$ cat config.mk
export PLATFORM = sky130hd
export DESIGN_NAME = access_system_regs
export DESIGN_NICKNAME = d
export VERILOG_FILES = /design/src/include/access_system_pkg.sv /design/src/core/access_system_regs.sv
export SDC_FILE = /design/constraint.sdc
export NUM_CORES = 1
export LEC_CHECK = 0
export ABC_CLOCK_PERIOD_IN_PS = 1390
export BUFFER_PORTS_ARGS = -buffer_cell sky130_fd_sc_hd__buf_4
export CORE_MARGIN = 2
export CORE_UTILIZATION = 53
export CTS_BUF_LIST = sky130_fd_sc_hd__clkbuf_8
export DETAILED_ROUTE_END_ITERATION = 16
export PLACE_DENSITY = 0.87
export SETUP_SLACK_MARGIN = 0.5
export SYNTH_ARGS = -nofsm -noshare
export SYNTH_HDL_FRONTEND = slang
export SYNTH_SLANG_ARGS = --single-unit
$ cat constraint.sdc
create_clock -name clk_sys -period 1.39 [get_ports clk_sys]
set_input_delay 0.278 -clock clk_sys [delete_from_list [all_inputs] [get_ports clk_sys]]
set_output_delay 0.278 -clock clk_sys [all_outputs]
set_load 0.01 [all_outputs]
$ cat src/include/access_system_pkg.sv
`default_nettype none
package access_system_pkg;
	// Register offsets on the link's access-layer space
	localparam logic [3:0] OFS_KEY_STATUS  = 4'h7;
	localparam logic [3:0] OFS_RESET_REQ   = 4'h8;
	localparam logic [3:0] OFS_LINK_CLOCK  = 4'h9;
	localparam logic [3:0] OFS_SYS_CONTROL = 4'ha;
	localparam logic [3:0] OFS_SYS_STATUS  = 4'hb;
	localparam logic [3:0] OFS_CRC_STATUS  = 4'hc;

	// Key status fields
	localparam int KEY_UROW_BIT  = 5;
	localparam int KEY_NVM_BIT   = 4;
	localparam int KEY_ERASE_BIT = 3;

	// Reset request codes
	localparam logic [7:0] RST_CODE_RUN   = 8'h00;
	localparam logic [7:0] RST_CODE_RESET = 8'h59;

	// Link clock select codes
	localparam logic [1:0] CLK_SEL_RESERVED = 2'h0;
	localparam logic [1:0] CLK_SEL_16MHZ    = 2'h1;
	localparam logic [1:0] CLK_SEL_8MHZ     = 2'h2;
	localparam logic [1:0] CLK_SEL_4MHZ     = 2'h3;
	localparam logic [1:0] CLK_SEL_RESET    = CLK_SEL_4MHZ;

	// System control fields
	localparam int CTL_UROW_DONE_BIT = 1;
	localparam int CTL_CLK_REQ_BIT   = 0;

	// System status fields
	localparam int STS_SYSTEM_RESET_ACTIVE_BIT  = 5;
	localparam int STS_SLEEP_BIT   = 4;
	localparam int STS_NVM_BIT     = 3;
	localparam int STS_UROW_BIT    = 2;
	localparam int STS_LOCK_BIT    = 0;
	localparam logic STS_LOCK_RESET = 1'b1;

	// CRC status codes, one-hot
	localparam logic [2:0] CRC_OFF  = 3'h0;
	localparam logic [2:0] CRC_BUSY = 3'h1;
	localparam logic [2:0] CRC_OK   = 3'h2;
	localparam logic [2:0] CRC_FAIL = 3'h4;
endpackage : access_system_pkg
`default_nettype wire

$ cat src/core/access_system_regs.sv
// Operation
// - Decoded user-row-write key sets its key status flag.
// - NVM key flag set on decode, cleared as programming starts and allowed flag set.
// - Chip-erase key flag set on decode, cleared by the erase reset request.
// - Writing 0x59 asserts system reset, 0x00 releases; other codes not written.
// - Reset request leaves this debug logic running.
// - Clock select 1=16 MHz, 2=8 MHz, 3=4 MHz default, 0 reserved.
// - Writing one to user-row-done starts user row flash programming.
// - User-row-done writes take effect only after user-row key decode.
// - Clock request bit holds the system clock on through sleep; zero drops it.
// - Clock request clears on link disable, sets on programming-mode enable.
// - Reset-active flag shows system reset, including requested reset; read clears it.
// - In-sleep flag reads one while system sleeps in Idle or deeper.
// - NVM-programming-allowed flag set when programming may begin.
// - User-row-programming-allowed flag set when user row programming may begin.
// - Lock flag resets to one, reads zero after an erase clears the lock.
// - CRC status is one-hot: off, busy, good, failed.
// - Registers reachable only via debug link instructions, never the CPU.
// - Link disable clears decoded keys, link settings and clock request.
`timescale 1ns/1ps
`default_nettype none
module access_system_regs (
	// Clock and reset
	input  wire logic       clk_sys,
	input  wire logic       resetn,
	// Access port from the link instruction decoder
	input  wire logic       acc_wr,
	input  wire logic       acc_rd,
	input  wire logic [3:0] acc_addr,
	input  wire logic [7:0] acc_wdata,
	output logic      [7:0] acc_rdata,
	// Key decoder and link control
	input  wire logic       key_urow_decoded,
	input  wire logic       key_nvm_decoded,
	input  wire logic       key_erase_decoded,
	input  wire logic       link_disable,
	input  wire logic       link_enable_prog,
	// Programming sequencer
	input  wire logic       nvm_prog_start,
	input  wire logic       urow_prog_start,
	// System domain state, asynchronous
	input  wire logic       sys_in_reset,
	input  wire logic       sys_in_sleep,
	input  wire logic       sys_locked,
	input  wire logic [2:0] sys_crc_status,
	// Controls towards the system
	output logic            sys_reset_req,
	output logic            system_clock_request,
	output logic      [1:0] link_clock_select,
	output logic            user_row_done
);

	typedef struct packed {
		logic       rst_s1;
		logic       rst_s2;
		logic       sleep_s1;
		logic       sleep_s2;
		logic       lock_s1;
		logic       lock_s2;
		logic [2:0] crc_s1;
		logic [2:0] crc_s2;
		logic       key_urow;
		logic       key_nvm;
		logic       key_erase;
		logic       rst_hold;
		logic [1:0] clk_sel;
		logic       clk_req;
		logic       urow_done;
		logic       nvm_allowed;
		logic       urow_allowed;
		logic       system_reset_active;
		logic [7:0] rdata;
	} state_s;

	state_s state_q;
	state_s state_d;

	logic wr_key;
	logic wr_rst;
	logic wr_clk;
	logic wr_ctl;
	logic rd_sts;
	logic [7:0] rd_mux;

	assign wr_key = acc_wr && (acc_addr == access_system_pkg::OFS_KEY_STATUS);
	assign wr_rst = acc_wr && (acc_addr == access_system_pkg::OFS_RESET_REQ);
	assign wr_clk = acc_wr && (acc_addr == access_system_pkg::OFS_LINK_CLOCK);
	assign wr_ctl = acc_wr && (acc_addr == access_system_pkg::OFS_SYS_CONTROL);
	assign rd_sts = acc_rd && (acc_addr == access_system_pkg::OFS_SYS_STATUS);

	always_comb
	begin
		rd_mux = 8'h00;
		case (acc_addr)
			access_system_pkg::OFS_KEY_STATUS:
			begin
				rd_mux[access_system_pkg::KEY_UROW_BIT]  = state_q.key_urow;
				rd_mux[access_system_pkg::KEY_NVM_BIT]   = state_q.key_nvm;
				rd_mux[access_system_pkg::KEY_ERASE_BIT] = state_q.key_erase;
			end
			access_system_pkg::OFS_RESET_REQ:
				rd_mux = state_q.rst_hold ? access_system_pkg::RST_CODE_RESET
					: access_system_pkg::RST_CODE_RUN;
			access_system_pkg::OFS_LINK_CLOCK:
				rd_mux[1:0] = state_q.clk_sel;
			access_system_pkg::OFS_SYS_CONTROL:
				rd_mux[access_system_pkg::CTL_CLK_REQ_BIT] = state_q.clk_req;
			access_system_pkg::OFS_SYS_STATUS:
			begin
				rd_mux[access_system_pkg::STS_SYSTEM_RESET_ACTIVE_BIT] = state_q.system_reset_active;
				rd_mux[access_system_pkg::STS_SLEEP_BIT]  = state_q.sleep_s2;
				rd_mux[access_system_pkg::STS_NVM_BIT]    = state_q.nvm_allowed;
				rd_mux[access_system_pkg::STS_UROW_BIT]   = state_q.urow_allowed;
				rd_mux[access_system_pkg::STS_LOCK_BIT]   = state_q.lock_s2;
			end
			access_system_pkg::OFS_CRC_STATUS:
				rd_mux[2:0] = state_q.crc_s2;
			default:
				rd_mux = 8'h00;
		endcase
	end

	always_comb
	begin
		state_d = state_q;

		// System state crosses in through two flops each
		state_d.rst_s1   = sys_in_reset;
		state_d.rst_s2   = state_q.rst_s1;
		state_d.sleep_s1 = sys_in_sleep;
		state_d.sleep_s2 = state_q.sleep_s1;
		state_d.lock_s1  = sys_locked;
		state_d.lock_s2  = state_q.lock_s1;
		state_d.crc_s1   = sys_crc_status;
		state_d.crc_s2   = state_q.crc_s1;

		state_d.urow_done = 1'b0;
		if (acc_rd)
			state_d.rdata = rd_mux;

		if (wr_key && acc_wdata[access_system_pkg::KEY_UROW_BIT])
		begin
			state_d.key_urow     = 1'b0;
			state_d.urow_allowed = 1'b0;
		end

		if (wr_rst && (acc_wdata == access_system_pkg::RST_CODE_RESET))
		begin
			state_d.rst_hold    = 1'b1;
			state_d.key_erase   = 1'b0;
			state_d.nvm_allowed = 1'b0;
		end
		else if (wr_rst && (acc_wdata == access_system_pkg::RST_CODE_RUN))
			state_d.rst_hold = 1'b0;

		if (wr_clk && (acc_wdata[1:0] != access_system_pkg::CLK_SEL_RESERVED))
			state_d.clk_sel = acc_wdata[1:0];

		if (wr_ctl)
		begin
			state_d.clk_req = acc_wdata[access_system_pkg::CTL_CLK_REQ_BIT];
			if (state_q.key_urow && acc_wdata[access_system_pkg::CTL_UROW_DONE_BIT])
			begin
				state_d.urow_done    = 1'b1;
				state_d.urow_allowed = 1'b0;
			end
		end

		if (nvm_prog_start)
		begin
			state_d.key_nvm     = 1'b0;
			state_d.nvm_allowed = 1'b1;
		end

		if (urow_prog_start && state_q.key_urow)
			state_d.urow_allowed = 1'b1;

		// Decoded keys win over any clear in the same cycle except link disable
		// user row, NVM and chip-erase keys
		if (key_urow_decoded)
			state_d.key_urow = 1'b1;
		if (key_nvm_decoded)
			state_d.key_nvm = 1'b1;
		if (key_erase_decoded)
			state_d.key_erase = 1'b1;

		if (rd_sts)
			state_d.system_reset_active = 1'b0;
		if (state_q.rst_s2 || state_q.rst_hold)
			state_d.system_reset_active = 1'b1;

		if (link_enable_prog)
			state_d.clk_req = 1'b1;

		// disable drops keys and link settings
		if (link_disable)
		begin
			state_d.key_urow     = 1'b0;
			state_d.key_nvm      = 1'b0;
			state_d.key_erase    = 1'b0;
			state_d.clk_sel      = access_system_pkg::CLK_SEL_RESET;
			state_d.clk_req      = 1'b0;
			state_d.urow_done    = 1'b0;
			state_d.urow_allowed = 1'b0;
		end
	end

	// only the link's own reset clears this state
	always_ff @(posedge clk_sys or negedge resetn)
	begin
		if (!resetn)
		begin
			state_q         <= '0;
			state_q.lock_s1 <= access_system_pkg::STS_LOCK_RESET;
			state_q.lock_s2 <= access_system_pkg::STS_LOCK_RESET;
			state_q.clk_sel <= access_system_pkg::CLK_SEL_RESET;
		end
		else
			state_q <= state_d;
	end

	assign acc_rdata            = state_q.rdata;
	assign sys_reset_req        = state_q.rst_hold;
	assign system_clock_request = state_q.clk_req;
	assign link_clock_select    = state_q.clk_sel;
	assign user_row_done        = state_q.urow_done;
endmodule : access_system_regs
`default_nettype wire

# After elaboration in Yosys (flattened, before gate mapping)
# Index checks and enable logic that the tools add are counted.
# word_totals
register_bits	31
latch_bits	0
mem_bits_rw	0
romBits	0
input_bits	29
out_inout_bits	13
wordCells	76
memories	0
# classes
n_addsub	0
multipliers	0
n_div	0
n_lt_le_gt_ge	0
eq_ne	7
n_shift	0
mux	28
bitwise_logic	0
reduce_logical	22
# op_table
operator	n
$eq A4 B4 Y1 const B	5
$mux W1	19
$reduce_bool A3 Y1	4
$logic_and A1 B1 Y1	11
$reduce_bool A2 Y1	5
$pmux W3 S3	1
$eq A8 B7 Y1 const B	1
$logic_not A8 Y1	1
$mux W7	1
$pmux W1 S3	2
$pmux W1 S5	1
$eq A4 B3 Y1 const B	1
$mux W2	2
$mux W4	1
$mux W3	1
$logic_or A1 B1 Y1	1

# Depth between registers and ports, before layout
# depth
ltp_word	8
ltp_mapped	4
mapped_depth_nobuf	3

# Least setup slack after synthesis
# Ideal clock, no wire load.
# synth_path
path_type	in2reg
from	input port acc_addr[1]
to	register state_q (netlist bit acc_rdata[0])
setup_time_ns	0.090
arrival_ns	1.100
required_ns	1.300
setup_slack_ns	0.200
cell_stages	4
path_buffers	1
cell_sequence	buf_4 > o21ai_0 > or4b_1 > o221ai_1
# synth_via
elab_chain_cells	2
word_cells_on_any_way	6
cone_classes	eq/ne: 5; mux: 1
# synth_lines
item	line	source
start, declared	access_system_regs.sv:29	input wire logic [3:0] acc_addr,
$eq A4 B4 Y1	access_system_regs.sv:94	case (acc_addr)
$pmux W1 S5 *	access_system_regs.sv:94	
end signal, assigned	access_system_regs.sv:219	state_q <= state_d;
end, declared	access_system_regs.sv:75	state_s state_q;
# Mark *: on every way between the ends. The rest lies on a longest branch, timed or not.
# A chain may end at the register's enable or synchronous reset.

# Worst setup path in the final report
# layout_path
from	register state_q (netlist bit link_clock_select[0])
to	register state_q (netlist bit acc_rdata[0])
# layout_via
elab_chain_cells	1
# layout_lines
item	line
$pmux W1 S5	access_system_regs.sv:94
# Every way passes these cells.

==> results.toml <==
[synthesis]
yosys.area.top_type = "dfrtp_1"
synthesis.nets = 162
synth_cells = 133
syn_area_per_cell_sq_um = 11.0
synth_top_area_frac = 0.446
yosysSeqAreaShare = 0.518
synth_edf_count = 0
synth_area_sq_um = 1460
synth_seq_cells = 30
synthArstFlopShare = 1.00
synth_common_cells = "26 x dfrtp_1, 12 x buf_4, 10 x inv_1"
yosysMostFrequentCell = "dfrtp_1"
synth.distinct_cells = 45
synthFlopType = "dfrtp_1"
ys_warn_count = 0
synth_area_leaders = "dfrtp_1 45%, dfstp_2 7.2%, buf_4 6.2%"

[setup_path]
critical_path_arrival_ps = 1440
worstPathRequired_ps = 1540
startpoint_type = "flip-flop"
path_class = "flip-flop to flip-flop"
regToRegStartpoint = "link_clock_select[0]$_DFFE_PN1P_"
crit_start = "link_clock_select[0]$_DFFE_PN1P_"
critPathMaxFanout = 2
end_kind = "flip-flop"

[grt]
grt_max_degree = 31
grt_first_pass_wirelength_mm = 5.44
antenna_found_initial = 0
grt_overflow = 0
grt_usage = 0.231
grt_pass1_vias = 1168

[sta]
hold_viol = 0
setup_viol = 0
fin_setup_tns_ps = 0
fin_crit_sh = 0.929
clock_skew_ps = 3.06
final.setup.worst_slack_ps = 98.8
fmax_mhz = 774
fin_hold_ws_ps = 97.9
final_max_slew_viol_count = 0
final.min_clock_period_ps = 1290
rsz0062_at_grt = "true"

[floorplanning]
die_width_um = 56.5
die-height_um = 56.5
rows = 19
dieArea_sq_um = 3190
core_sq_um = 2690
io_pins = 42
initial_core_util = 0.544

[layout]
drive_gt1_frac = 0.551
area_growth_pct = 48.8
n_antenna_cell = 0
design_area_sq_um = 2170
utilization = 0.809
stdcell_count = 218
nets = 215

[min_path]
hold_path_class = "input pin to flip-flop"
worstHoldStart = "sys_in_reset"

[pwr]
power.switching_uw = 476
seqPwrFrac = 0.477
power.density_nw_per_um2 = 896
p_total_mw = 1.95
intPower_mw = 1.47
combPwrFrac = 0.160
p_sw_frac = 0.244
peakVddDrop_mv = 0.958
p_leak_nw = 1.02
pwr-share-clk = 0.363

[route]
post-route-drc-count = 0
drt-total-wl_mm = 3.85
wl_per_cell_um = 17.7
wl_met2_mm = 2.01
met3_length_um = 241
vias = 1268
drtIter0Drc = 47
firstDrtPassIters = 4
final_antenna_net_count = 0
highest_layer = "met4"
viasPerCell = 5.82
met1_length_mm = 1.52

[placed_design]
gp_congestion = 0.833
dp_hpwl_mm = 2.31
place_inst = 189
placed_area_sq_um = 1710
portBuffers = 40
place_ws_ps = 5.94

[clock_network]
htreeDepth = 2
clock-sinks = 30
clockBufferDepth = 2
clock_latency_ps = 280
cts_tree = "done"
cts_root_buf = "clkbuf_8"
cts_buffers = 5
cts.clk_slew.worst_paths_ps = 60

[job]
drv_cap = 0

[outcome]
status = "finished clean"
-- cell type report --
| type | count | area (sq um) |
|---|---|---|
| Clock inverter | 2 | 8.76 |
| Multi-Input combinational cell | 77 | 658 |
| Fill cell | 154 | 513 |
| Clock buffer | 6 | 82.6 |
| Sequential cell | 30 | 757 |
| Inverter | 10 | 37.5 |
| Tap cell | 31 | 38.8 |
| Timing Repair Buffer | 62 | 591 |
-- path summary, 6_finish.rpt --
path	endpoint	slack [ps]	cells past startpoint
max	acc_rdata[0]$_DFFE_PN0P_	100	4
min	state_d[29]$_DFF_PN0_	100	1
max reg2reg	acc_rdata[0]$_DFFE_PN0P_	100	4
min reg2reg	state_q[21]$_DFF_PN0_	350	0
max in group asynchronous	state_q[25]$_DFF_PN1_	610	2
min in group asynchronous	acc_rdata[1]$_DFFE_PN0P_	460	2
-- critical path, cell delays in order (launching register included) --
cell and delay [ps]:
dfstp_2 370, buf_4 130, mux2_2 260, a32oi_1 270, o221ai_2 130
-- sequential cells by signal (all words and copies together) (netlist names) --
| signal | flops |
|---|---|
| system_clock_request | 1 |
| state_d | 6 |
| acc_rdata | 7 |
| user_row_done | 1 |
| link_clock_select | 2 |
| sys_reset_req | 1 |
| state_q | 12 |
-- power groups by stage --
stage               Combinational [mW]  Clock, mW  Sequential (mW)
floorplan                        0.122          0            0.938
global placement                 0.216          0            0.941
detailed placement               0.224          0            0.942
CTS                              0.246      0.723            0.928
global route                     0.335      0.767            0.933
finish                           0.312      0.706            0.929
-- metal layers --
layer  up-vias  track usage
li1        579            -
met4         0        0.139
met1       620        0.283
met5         -            0
met3         7       0.0876
met2        62        0.344
-- cells by family after synthesis --
family	Yosys count	synth area share
DFF	30	0.518
AOI/OAI and AO/OA	31	0.153
xor gates and xnor gates	1	0.00600
and+or+nand+nor	42	0.201
buffers and inverters	26	0.105
other	1	0.00257
muxes	2	0.0146
-- what timing repair did --
item	CTS	global route
cloned	0	1
endpoints found under the hold margin	26	0
endpoints found under the setup margin	25	25
resized for setup	26	23
hold buffers	1	0
pin swaps	5	17
buffers inserted	4	15
-- layout by cell type, fill, tap and decap left out, types with 2 or more instances in the layout --
| cell | netlist | final |
|---|---|---|
| buf_4 | 12 | 39 |
| dfrtp_1 | 26 | 25 |
| buf_6 | 1 | 18 |
| inv_1 | 10 | 11 |
| a21oi_1 | 6 | 6 |
| clkbuf_8 | 0 | 6 |
| and3b_2 | 4 | 5 |
| nand2_1 | 6 | 5 |
| o21ai_1 | 0 | 5 |
| dfstp_2 | 4 | 4 |
| nand4_1 | 3 | 3 |
| nor2_1 | 3 | 3 |
| nand3_1 | 4 | 3 |
| nor2b_1 | 5 | 3 |
| buf_12 | 0 | 3 |
| and2b_2 | 2 | 2 |
| and2_4 | 1 | 2 |
| a41o_1 | 2 | 2 |
| a221o_1 | 2 | 2 |
| a221oi_2 | 0 | 2 |
| nand3b_1 | 2 | 2 |
No activity file was read; power rests on OpenSTA's default activity.
